--- src/core/sli_pkg.sv ---
/*
 * constants, field layout and shared helpers of the split limit and
 * interrupt discovery register bank.
 * assumes one clock domain and configuration accesses of one word each.
 */
package sli_pkg;
	// ***************************************************************
	// register map
	// ***************************************************************
	localparam logic [7:0]  OFF_SPLIT     = 8'hac;
	localparam logic [7:0]  OFF_HDR       = 8'hb8;
	localparam logic [7:0]  OFF_DATA      = 8'hbc;
	localparam logic [7:0]  IDX_ENTRY_LO  = 8'h10;
	localparam logic [7:0]  IDX_ENTRY_HI  = 8'h11;
	// ***************************************************************
	// fixed values
	// ***************************************************************
	localparam logic [7:0]  CAP_TYPE      = 8'h80;
	localparam logic [7:0]  CAP_ID        = 8'h08;
	localparam logic [7:0]  NXT_LINK      = 8'hc0;
	localparam logic [7:0]  NXT_HOTPLUG   = 8'h90;
	localparam logic [7:0]  NXT_END       = 8'h00;
	localparam logic [15:0] LIMIT_RST     = 16'hffff;
	localparam logic [15:0] RESP_CAPACITY = 16'h0010;
	localparam logic [7:0]  INDEX_RST     = 8'h00;
	localparam logic [63:0] ENTRY_RST     = 64'h0000_0000_f800_0001;
	// ***************************************************************
	// entry layout
	// ***************************************************************
	localparam int          PEND_BIT      = 63;
	localparam int          PASS_POSTED_WRITES_FLAG_BIT    = 62;
	localparam logic [63:0] ENTRY_RW_MASK = 64'h40ff_ffff_ffff_ffff;
	localparam logic [55:0] INFO_MASK     = 56'hff_ffff_ffff_fffc;
	// ***************************************************************
	// answer sequencing of a configuration access
	// ***************************************************************
	typedef enum logic [0:0] {
		CFG_IDLE = 1'b0,
		CFG_ANS  = 1'b1
	} sli_cfg_state_t;

	// byte-lane merge of a write into a stored word
	function automatic logic [31:0] sli_merge(input logic [31:0] old_v,
			input logic [31:0] new_v, input logic [3:0] be);
		logic [31:0] r;
		r = old_v;
		for (int i = 0; i < 4; i++) begin
			if (be[i]) begin
				r[i*8 +: 8] = new_v[i*8 +: 8];
			end
		end
		return r;
	endfunction
endpackage

--- src/core/sli_read_throttle.sv ---
/*
 * holds back downstream read requests while the outstanding count has
 * reached the free upstream buffer count.
 * assumes done pulses only for reads that were granted.
 */
`timescale 1ns/100ps
`default_nettype none
module sli_read_throttle (
	input  wire logic        clk_i,
	input  wire logic        arst_n_i,
	input  wire logic        req_i,
	input  wire logic        done_i,
	input  wire logic [15:0] free_i,
	output var  logic        grant_o
);
	import sli_pkg::*;
	logic [15:0] outst_r;
	logic        ok;

	assign ok = req_i && (outst_r < free_i);

	always_ff @(posedge clk_i or negedge arst_n_i) begin
		if (!arst_n_i) begin
			grant_o <= 1'b0;
		end else begin
			grant_o <= ok;
		end
	end

	always_ff @(posedge clk_i or negedge arst_n_i) begin
		if (!arst_n_i) begin
			outst_r <= 16'h0000;
		end else if (ok && !done_i) begin
			outst_r <= outst_r + 16'h0001;
		end else if (!ok && done_i && outst_r != 16'h0000) begin
			outst_r <= outst_r - 16'h0001;
		end
	end

	AST_GRANT_CAP: assert property (@(posedge clk_i) disable iff (!arst_n_i)
		grant_o |-> $past(outst_r) < $past(free_i))
		else $error("read granted with no free upstream buffer");
endmodule
`default_nettype wire

--- src/core/sli_redirect_entry.sv ---
/*
 * the one physical redirection entry, written from the discovery window
 * and from the interrupt controller's own alias.
 * assumes the controller already translates its message type encoding.
 */
`timescale 1ns/100ps
`default_nettype none
module sli_redirect_entry (
	input  wire logic        clk_i,
	input  wire logic        arst_n_i,
	input  wire logic        win_we_i,
	input  wire logic        win_hi_i,
	input  wire logic [3:0]  win_be_i,
	input  wire logic [31:0] win_wdata_i,
	input  wire logic        ctl_we_i,
	input  wire logic        ctl_hi_i,
	input  wire logic [3:0]  ctl_be_i,
	input  wire logic [31:0] ctl_wdata_i,
	input  wire logic        pend_set_i,
	input  wire logic        pend_clr_i,
	output var  logic [63:0] entry_o
);
	import sli_pkg::*;
	logic [63:0] stor_r;
	logic [63:0] stor_nxt;
	logic        pend_r;
	logic        win_clr;

	// both paths land in one store; window wins a same-cycle collision
	always_comb begin
		stor_nxt = stor_r;
		if (ctl_we_i) begin
			if (ctl_hi_i) stor_nxt[63:32] = sli_merge(stor_r[63:32], ctl_wdata_i, ctl_be_i);
			else stor_nxt[31:0] = sli_merge(stor_r[31:0], ctl_wdata_i, ctl_be_i);
		end
		if (win_we_i) begin
			if (win_hi_i) stor_nxt[63:32] = sli_merge(stor_nxt[63:32], win_wdata_i, win_be_i);
			else stor_nxt[31:0] = sli_merge(stor_nxt[31:0], win_wdata_i, win_be_i);
		end
		stor_nxt = stor_nxt & ENTRY_RW_MASK;
	end

	always_ff @(posedge clk_i or negedge arst_n_i) begin
		if (!arst_n_i) begin
			stor_r <= ENTRY_RST & ENTRY_RW_MASK;
		end else begin
			stor_r <= stor_nxt;
		end
	end

	// pending bit: the window clears it by writing one, pend_clr_i clears it too; pend_set_i wins
	assign win_clr = win_we_i && win_hi_i && win_be_i[3] && win_wdata_i[31];

	always_ff @(posedge clk_i or negedge arst_n_i) begin
		if (!arst_n_i) begin
			pend_r <= ENTRY_RST[PEND_BIT];
		end else if (pend_set_i) begin
			pend_r <= 1'b1;
		end else if (pend_clr_i || win_clr) begin
			pend_r <= 1'b0;
		end
	end

	assign entry_o = {pend_r, stor_r[62:0]};

	AST_PEND_W1C: assert property (@(posedge clk_i) disable iff (!arst_n_i)
		win_clr && !pend_set_i |=> !pend_r)
		else $error("pending bit survived a write of one");
	AST_PEND_CTL: assert property (@(posedge clk_i) disable iff (!arst_n_i)
		pend_r && !pend_clr_i && !win_clr |=> pend_r)
		else $error("pending bit lost without a clearing cause");
endmodule
`default_nettype wire

--- src/core/sli_regs.sv ---
/*
 * configuration registers of one bridge function: downstream split word,
 * interrupt discovery header and data port, and the packet field outputs.
 * assumes single-cycle configuration strobes, answered one cycle later.
 */
`timescale 1ns/100ps
`default_nettype none
module sli_regs #(
	parameter bit SECOND_BRIDGE = 1'b0
) (
	input  wire logic        CLK_SYS_I,
	input  wire logic        ARST_N_I,
	// configuration access
	input  wire logic        CFG_RD_I,
	input  wire logic        CFG_WR_I,
	input  wire logic [7:0]  CFG_ADDR_I,
	input  wire logic [3:0]  CFG_BE_I,
	input  wire logic [31:0] CFG_WDATA_I,
	output var  logic        CFG_ACK_O,
	output var  logic [31:0] CFG_RDATA_O,
	// hot plug enables of the two bridges
	input  wire logic        HOTPLUG_ENABLE_FIRST_BRIDGE_I,
	input  wire logic        HOTPLUG_ENABLE_SECOND_BRIDGE_I,
	// interrupt controller alias of the entry
	input  wire logic        CTL_WR_I,
	input  wire logic        CTL_HI_I,
	input  wire logic [3:0]  CTL_BE_I,
	input  wire logic [31:0] CTL_WDATA_I,
	output var  logic [63:0] CTL_ENTRY_O,
	input  wire logic        REMOTE_REQUEST_PENDING_SET_I,
	input  wire logic        REMOTE_REQUEST_PENDING_CLR_I,
	// interrupt packet fields
	output var  logic [55:0] PACKET_INFO_BITS_O,
	output var  logic        PASS_POSTED_WRITES_FLAG_O,
	output var  logic        POLARITY_BIT_O,
	output var  logic        INTERRUPT_MASK_BIT_O,
	// downstream read throttle
	input  wire logic        DS_READ_REQ_I,
	input  wire logic        DS_READ_DONE_I,
	input  wire logic [15:0] UP_BUF_FREE_I,
	output var  logic        DS_READ_GRANT_O
);
	import sli_pkg::*;

	// ***************************************************************
	// state
	// ***************************************************************
	logic [15:0]    commit_limit_r;
	logic [7:0]     index_r;
	logic [63:0]    entry;
	logic [7:0]     next_ptr;
	logic [31:0]    rd_word;
	logic           hit_split;
	logic           hit_hdr;
	logic           hit_data;
	logic           win_we;
	logic [31:0]    split_merged;
	sli_cfg_state_t cfg_state_r;
	sli_cfg_state_t cfg_state_nxt;

	// which half of the entry an index value names, or none
	function automatic logic [1:0] entry_half(input logic [7:0] idx);
		entry_half = {idx == IDX_ENTRY_HI, idx == IDX_ENTRY_LO};
	endfunction

	// ***************************************************************
	// address decode
	// ***************************************************************
	assign hit_split = CFG_ADDR_I == OFF_SPLIT;
	assign hit_hdr   = CFG_ADDR_I == OFF_HDR;
	assign hit_data  = CFG_ADDR_I == OFF_DATA;
	assign win_we    = CFG_WR_I && hit_data && (entry_half(index_r) != 2'b00);
	assign split_merged = sli_merge({commit_limit_r, RESP_CAPACITY}, CFG_WDATA_I, CFG_BE_I);

	// ***************************************************************
	// software held fields
	// ***************************************************************
	// the limit is only stored and read back; throttling ignores it
	always_ff @(posedge CLK_SYS_I or negedge ARST_N_I) begin
		if (!ARST_N_I) begin
			commit_limit_r <= LIMIT_RST;
		end else if (CFG_WR_I && hit_split) begin
			commit_limit_r <= split_merged[31:16];
		end
	end

	always_ff @(posedge CLK_SYS_I or negedge ARST_N_I) begin
		if (!ARST_N_I) begin
			index_r <= INDEX_RST;
		end else if (CFG_WR_I && hit_hdr && CFG_BE_I[2]) begin
			index_r <= CFG_WDATA_I[23:16];
		end
	end

	// ***************************************************************
	// next capability pointer
	// ***************************************************************
	always_comb begin
		if (SECOND_BRIDGE) begin
			next_ptr = HOTPLUG_ENABLE_SECOND_BRIDGE_I ? NXT_HOTPLUG : NXT_END;
		end else begin
			next_ptr = HOTPLUG_ENABLE_FIRST_BRIDGE_I ? NXT_HOTPLUG : NXT_LINK;
		end
	end

	// ***************************************************************
	// shared entry
	// ***************************************************************
	sli_redirect_entry u_entry (
		.clk_i       (CLK_SYS_I),
		.arst_n_i    (ARST_N_I),
		.win_we_i    (win_we),
		.win_hi_i    (entry_half(index_r) == 2'b10),
		.win_be_i    (CFG_BE_I),
		.win_wdata_i (CFG_WDATA_I),
		.ctl_we_i    (CTL_WR_I),
		.ctl_hi_i    (CTL_HI_I),
		.ctl_be_i    (CTL_BE_I),
		.ctl_wdata_i (CTL_WDATA_I),
		.pend_set_i  (REMOTE_REQUEST_PENDING_SET_I),
		.pend_clr_i  (REMOTE_REQUEST_PENDING_CLR_I),
		.entry_o     (entry)
	);

	// ***************************************************************
	// read mux
	// ***************************************************************
	always_comb begin
		rd_word = 32'h0000_0000;
		if (hit_split) begin
			rd_word = {commit_limit_r, RESP_CAPACITY};
		end else if (hit_hdr) begin
			rd_word = {CAP_TYPE, index_r, next_ptr, CAP_ID};
		end else if (hit_data) begin
			case (entry_half(index_r))
				2'b01:   rd_word = entry[31:0];
				2'b10:   rd_word = entry[63:32];
				default: rd_word = 32'h0000_0000;
			endcase
		end
	end

	// ***************************************************************
	// answer sequencing
	// ***************************************************************
	always_comb begin
		case (cfg_state_r)
			CFG_IDLE: cfg_state_nxt = (CFG_RD_I || CFG_WR_I) ? CFG_ANS : CFG_IDLE;
			CFG_ANS:  cfg_state_nxt = (CFG_RD_I || CFG_WR_I) ? CFG_ANS : CFG_IDLE;
			default:  cfg_state_nxt = CFG_IDLE;
		endcase
	end

	always_ff @(posedge CLK_SYS_I or negedge ARST_N_I) begin
		if (!ARST_N_I) begin
			cfg_state_r <= CFG_IDLE;
		end else begin
			cfg_state_r <= cfg_state_nxt;
		end
	end

	always_ff @(posedge CLK_SYS_I or negedge ARST_N_I) begin
		if (!ARST_N_I) begin
			CFG_ACK_O   <= 1'b0;
			CFG_RDATA_O <= 32'h0000_0000;
		end else begin
			CFG_ACK_O   <= CFG_RD_I || CFG_WR_I;
			CFG_RDATA_O <= CFG_RD_I ? rd_word : 32'h0000_0000;
		end
	end

	// ***************************************************************
	// packet fields and controller view
	// ***************************************************************
	always_ff @(posedge CLK_SYS_I or negedge ARST_N_I) begin
		if (!ARST_N_I) begin
			PACKET_INFO_BITS_O        <= ENTRY_RST[55:0] & INFO_MASK;
			PASS_POSTED_WRITES_FLAG_O <= ENTRY_RST[PASS_POSTED_WRITES_FLAG_BIT];
			POLARITY_BIT_O            <= ENTRY_RST[1];
			INTERRUPT_MASK_BIT_O      <= ENTRY_RST[0];
			CTL_ENTRY_O               <= ENTRY_RST;
		end else begin
			PACKET_INFO_BITS_O        <= entry[55:0] & INFO_MASK;
			PASS_POSTED_WRITES_FLAG_O <= entry[PASS_POSTED_WRITES_FLAG_BIT];
			POLARITY_BIT_O            <= entry[1];
			INTERRUPT_MASK_BIT_O      <= entry[0];
			CTL_ENTRY_O               <= entry;
		end
	end

	// ***************************************************************
	// downstream read throttle
	// ***************************************************************
	sli_read_throttle u_throttle (
		.clk_i    (CLK_SYS_I),
		.arst_n_i (ARST_N_I),
		.req_i    (DS_READ_REQ_I),
		.done_i   (DS_READ_DONE_I),
		.free_i   (UP_BUF_FREE_I),
		.grant_o  (DS_READ_GRANT_O)
	);

	// ***************************************************************
	// checks
	// ***************************************************************
	AST_LIMIT_STORE: assert property (@(posedge CLK_SYS_I) disable iff (!ARST_N_I)
		CFG_WR_I && hit_split && CFG_BE_I == 4'hf ##1 CFG_RD_I && hit_split
		|=> CFG_RDATA_O[31:16] == $past(CFG_WDATA_I[31:16], 2))
		else $error("commitment limit did not read back");
	AST_CAPACITY_RO: assert property (@(posedge CLK_SYS_I) disable iff (!ARST_N_I)
		CFG_RD_I && hit_split |=> CFG_ACK_O && CFG_RDATA_O[15:0] == RESP_CAPACITY)
		else $error("capacity field not constant");
	AST_HDR_FIXED: assert property (@(posedge CLK_SYS_I) disable iff (!ARST_N_I)
		CFG_RD_I && hit_hdr |=> CFG_RDATA_O[31:24] == CAP_TYPE
		&& CFG_RDATA_O[7:0] == CAP_ID)
		else $error("header fixed fields wrong");
	AST_NEXT_PTR: assert property (@(posedge CLK_SYS_I) disable iff (!ARST_N_I)
		CFG_RD_I && hit_hdr && !SECOND_BRIDGE |=> CFG_RDATA_O[15:8]
		== ($past(HOTPLUG_ENABLE_FIRST_BRIDGE_I) ? NXT_HOTPLUG : NXT_LINK))
		else $error("first bridge next pointer wrong");
	AST_INDEX_SEL: assert property (@(posedge CLK_SYS_I) disable iff (!ARST_N_I)
		CFG_WR_I && hit_hdr && CFG_BE_I[2] && CFG_WDATA_I[23:16] == IDX_ENTRY_LO
		##1 CFG_RD_I && hit_data |=> CFG_RDATA_O == $past(entry[31:0]))
		else $error("index did not select the entry low half");
	AST_PKT_INFO: assert property (@(posedge CLK_SYS_I) disable iff (!ARST_N_I)
		##1 PACKET_INFO_BITS_O[23:8] == $past(entry[23:8])
		&& PACKET_INFO_BITS_O[1:0] == 2'b00)
		else $error("packet info does not follow the entry");
	AST_NEXT_PTR_B: assert property (@(posedge CLK_SYS_I) disable iff (!ARST_N_I)
		CFG_RD_I && hit_hdr && SECOND_BRIDGE |=> CFG_RDATA_O[15:8]
		== ($past(HOTPLUG_ENABLE_SECOND_BRIDGE_I) ? NXT_HOTPLUG : NXT_END))
		else $error("second bridge next pointer wrong");
	AST_INDEX_HOLD: assert property (@(posedge CLK_SYS_I) disable iff (!ARST_N_I)
		!(CFG_WR_I && hit_hdr) |=> index_r == $past(index_r))
		else $error("index changed without a header write");
	AST_DATA_REFUSED: assert property (@(posedge CLK_SYS_I) disable iff (!ARST_N_I)
		CFG_RD_I && hit_data && entry_half(index_r) == 2'b00
		|=> CFG_RDATA_O == 32'h0000_0000)
		else $error("data port answered at an unmapped index");
	AST_CTL_VIEW: assert property (@(posedge CLK_SYS_I) disable iff (!ARST_N_I)
		CTL_ENTRY_O == $past(entry))
		else $error("controller view does not follow the entry");
	AST_PASS_POSTED_WRITES_FLAG: assert property (@(posedge CLK_SYS_I) disable iff (!ARST_N_I)
		PASS_POSTED_WRITES_FLAG_O == $past(entry[PASS_POSTED_WRITES_FLAG_BIT]))
		else $error("pass posted writes flag does not follow the entry");
	AST_INFO_HI: assert property (@(posedge CLK_SYS_I) disable iff (!ARST_N_I)
		PACKET_INFO_BITS_O[55:24] == $past(entry[55:24]))
		else $error("upper packet info does not follow the entry");
	AST_INFO_LO: assert property (@(posedge CLK_SYS_I) disable iff (!ARST_N_I)
		PACKET_INFO_BITS_O[7:2] == $past(entry[7:2]))
		else $error("mode and type packet bits do not follow the entry");
	AST_POL_MASK: assert property (@(posedge CLK_SYS_I) disable iff (!ARST_N_I)
		{POLARITY_BIT_O, INTERRUPT_MASK_BIT_O} == $past(entry[1:0]))
		else $error("polarity or mask does not follow the entry");
	AST_RESERVED: assert property (@(posedge CLK_SYS_I) disable iff (!ARST_N_I)
		entry[61:56] == 6'h00)
		else $error("reserved entry bits not zero");
endmodule
`default_nettype wire

--- config.mk ---
export PLATFORM = sky130hd
export DESIGN_NAME = sli_regs
export DESIGN_NICKNAME = d
export VERILOG_FILES = /design/src/core/sli_pkg.sv /design/src/core/sli_read_throttle.sv /design/src/core/sli_redirect_entry.sv /design/src/core/sli_regs.sv
export SDC_FILE = /design/constraint.sdc
export NUM_CORES = 1
export LEC_CHECK = 0
export BUFFER_PORTS_ARGS = -buffer_cell sky130_fd_sc_hd__buf_4
export CORE_AREA = 2 2 176 178
export DETAILED_ROUTE_END_ITERATION = 8
export DIE_AREA = 0 0 178 180
export SLEW_MARGIN = 0
export SYNTH_ARGS = -nofsm -noshare
export SYNTH_HDL_FRONTEND = slang
export SYNTH_SLANG_ARGS = --single-unit
export TNS_END_PERCENT = 30
--- constraint.sdc ---
create_clock -name CLK_SYS_I -period 3.8 [get_ports CLK_SYS_I]
set_clock_uncertainty 0.05 [all_clocks]
set_input_delay 0.76 -clock CLK_SYS_I [delete_from_list [all_inputs] [get_ports CLK_SYS_I]]
set_output_delay 0.76 -clock CLK_SYS_I [all_outputs]
set_load 0.005 [all_outputs]
==> key figures <==
STA
  • Least-Margin Pin Slew: 709.0 ps
  • Final Hold Fails: 0
  • Peak Freq: 270.8 MHz
  • Fin crit period: 3693 ps
  • Setup ws final: 107.2 ps
  • Final setup fails: 0
  • RSZ-0062 raised after global routing: true
  • Period utilisation layout: 97.18%
  • Worst slew margin: 52.59%
  • Fin. max-slew vios: 0

Route
  • Drt total wl: 24.16 mm
  • DRC violations left: 0
  • Initial DRT Pass Iterations: 5
  • DRT iter0 DRCs: 336
  • Via count: 6524
  • Detail Route Antenna Nets: 0
  • Routed len/inst: 17.12 um
  • Vias/cell: 4.624

Placed design
  • PortBufs: 255
  • Placer congestion estimate: 0.7708
  • HPWL Detailed: 17.89 mm
  • Dpl ws: -274.3 ps

Setup path
  • Critical path arrival: 3960 ps
  • Crit Path Max Fanout: 5
  • Critical setup path kind: in -> reg
  • Crit path required time: 4070 ps
  • Worst setup SP type: primary input
  • Worst setup EP type: flip-flop

CTS
  • CTS tree: done
  • Clk_lat worst skew: 430 ps
  • CTS Hold Bufs: 0
  • CTS root buf: clkbuf_16
  • Clock slew at reported path FFs: 90 ps
  • CTS Buf Count: 17
  • Clock sink count: 190
  • Clock Path Buffers: 2
  • CTS H-Tree Depth: 4

Yosys
  • Asr flop ratio synth: 100.0%
  • Post-synth top area cell: dfrtp_1
  • Synth Flop Type: dfrtp_1
  • #FFs+latches synth: 190
  • Netlist Area Pre-Place: 0.008900 mm2
  • Cells after Synth: 769
  • Sequential fraction of the synthesis area: 53.82%
  • Synth cell types: 62
  • Top cells by area, synth: dfrtp_1 (46%), dfstp_2 (8.3%), mux2i_1 (6.6%)
  • Post-synth EDFFs: 0
  • Most common cell in the netlist: dfrtp_1
  • Yosys Warn Count: 0
  • Yosys top cell area share: 45.55%
  • Synth top cells by count: dfrtp_1 (162), nor2_1 (80), a21oi_1 (71), buf_4 (71), mux2i_1 (59)
  • Syn Area/Cell: 11.57 um2

Pwr
  • Worst VDD drop: 0.2792 mV
  • Leak pwr: 5.843 nW
  • Power per standard cell area: 591.1 mW/mm2

Die
  • Row count: 64
  • I/O pin count: 265
  • Die height: 180 um
  • Core Region: 0.03019 mm2
  • Starting Density: 29.48%
  • Die width: 178 um
  • Die area: 0.03204 mm2

Global route
  • First-pass GRT wire length: 37.83 mm
  • Grt total ovfl: 0
  • Largest net degree at the start of global routing: 83
  • Initial antenna violation count: 1
  • All-Layer GR Usage: 15.35%
  • Vias in the first global route: 6627

Status
  • Status: finished clean

Finish
  • Multi-input gate area in the final layout: 0.003615 mm2
  • Register area: 0.004800 mm2
  • Layout area overhead: 33.80%
  • # fillers: 2894
  • Layout cell share with drive strength beyond 1: 40.89%
  • Nets: 1143
  • Antenna Cells: 0
  • Finished Core Util: 39.44%

Worst hold path
  • Min-Delay Path Class: in -> async

Job
  • MaxCap Viol Count: 0
## worst max-delay path, cell delays in order
cell and delay (ps):
buf_4 110, inv_2 60, ha_4 200, a211o_1 250, o211ai_1 80, o2111a_1 230, o211ai_1 150, nor2_2 220
clkinv_4 150, ha_4 230, a21o_1 160, nand4_1 130, a31oi_2 120, a221o_1 400, buf_4 160, a31oi_2 200
xnor2_1 80, mux2_1 280
## stage by stage
step | total power [mW] | TNS, ps | hold WS [ps] | area [um2] | std cells
after floorplan | 4.203 | -73.51 | 310.2 | 9116 | 776
after CTS | 7.026 | 0 | 321.6 | 11810 | 1403
final | 7.039 | 0 | 318.1 | 11910 | 1411
after global routing | 7.534 | -103.5 | 332.1 | 11910 | 1411
after global placement | 5.116 | -1436 | 313.7 | 11200 | 1371
after detailed placement | 5.165 | -1735 | 316.1 | 11200 | 1371
## per-layer routing
layer  vias up  global-route usage (%)  share of wire (%)
li1       3114                       -                  -
met1      3181                   20.45                 45
met2       197                   24.76                 48
met3        30                   3.363                5.3
met4         2                   4.852                2.0
met5         -                       0              0.050
## path summary, 6_finish.rpt
path | from | to | slack, ps | depth (start not counted)
worst max-delay path | UP_BUF_FREE_I[13] | u_throttle.outst_r[11]$_DFFE_PN0P_ | 110 | 18
worst min-delay path | ARST_N_I | u_entry.stor_r[24]$_DFF_PN0_ | 320 | 1
worst max register to register | u_throttle.outst_r[5]$_DFFE_PN0P_ | u_throttle.outst_r[11]$_DFFE_PN0P_ | 150 | 16
worst min register to register | u_entry.stor_r[0]$_DFF_PN1_ | CTL_ENTRY_O[0]$_DFF_PN1_ | 320 | 0
max in group asynchronous | ARST_N_I | u_entry.stor_r[0]$_DFF_PN1_ | 2530 | 2
min in group CLK_SYS_I | u_entry.stor_r[0]$_DFF_PN1_ | CTL_ENTRY_O[0]$_DFF_PN1_ | 320 | 0
## cells by family (layout without fill, tap and decap cells)
family	count (synthesis)	after routing	share of synthesized area [%]
fa+ha+maj	33	33	4.724
compound gates	150	150	11.09
xor+xnor	12	12	1.181
simple gates	167	167	9.715
mux	95	95	11.19
buf+inv	121	360	8.238
other cells	1	8	0.04214
flops	190	190	53.82
## flip-flops by register name, summed over array words and instances, names as in the netlist
name / count
CTL_ENTRY_O: 5
CFG_ACK_O: 1
u_throttle.outst_r: 16
u_throttle.grant_o: 1
u_entry.pend_r: 1
CFG_RDATA_O: 32
PACKET_INFO_BITS_O: 53
commit_limit_r: 16
u_entry.stor_r: 57
index_r: 8
## what timing repair did
item                       CTS  global route
setup endpoints to repair    0             7
buffers inserted             0             7
resized for setup            0            16
## area by class of cell
cell class              count  area share, %
flip-flops and latches    190          40.31
clock buffers              17          3.573
well taps                 396          4.161
clock inverters            15          1.545
repair inverters            1        0.05254
inverters                  29         0.9562
repair buffers            298          19.05
multi-input cells         465          30.36
## placed cells by master (no fill, tap or decap), types with 3 or more instances in the layout
cell type    n
nand2_1     15
dfrtp_2      8
a22oi_1     19
a22o_1      13
inv_2        6
ha_1        19
buf_4      295
o211ai_1     3
mux2_1      35
clkinv_8     5
o21a_1       3
o21ai_0      4
a21o_1       3
nor4_1       5
a222oi_1     8
nor2_1      80
nand2_2      6
mux2i_1     59
conb_1       8
inv_1       22
ha_4        12
a21oi_1     68
and3_1       5
clkbuf_16   17
nand4_1      5
nand3_1     10
inv_6        4
a32oi_1      3
dfrtp_1    154
xnor2_1     10
dfstp_2     28
nor2b_1     19
a21oi_2      3
## report_power, final
part	switching, mW	internal [mW]
Combinational	1.06	1.44
Sequential	0.322	2.39
Clock	0.923	0.900
(Power assumes the default switching activity.)
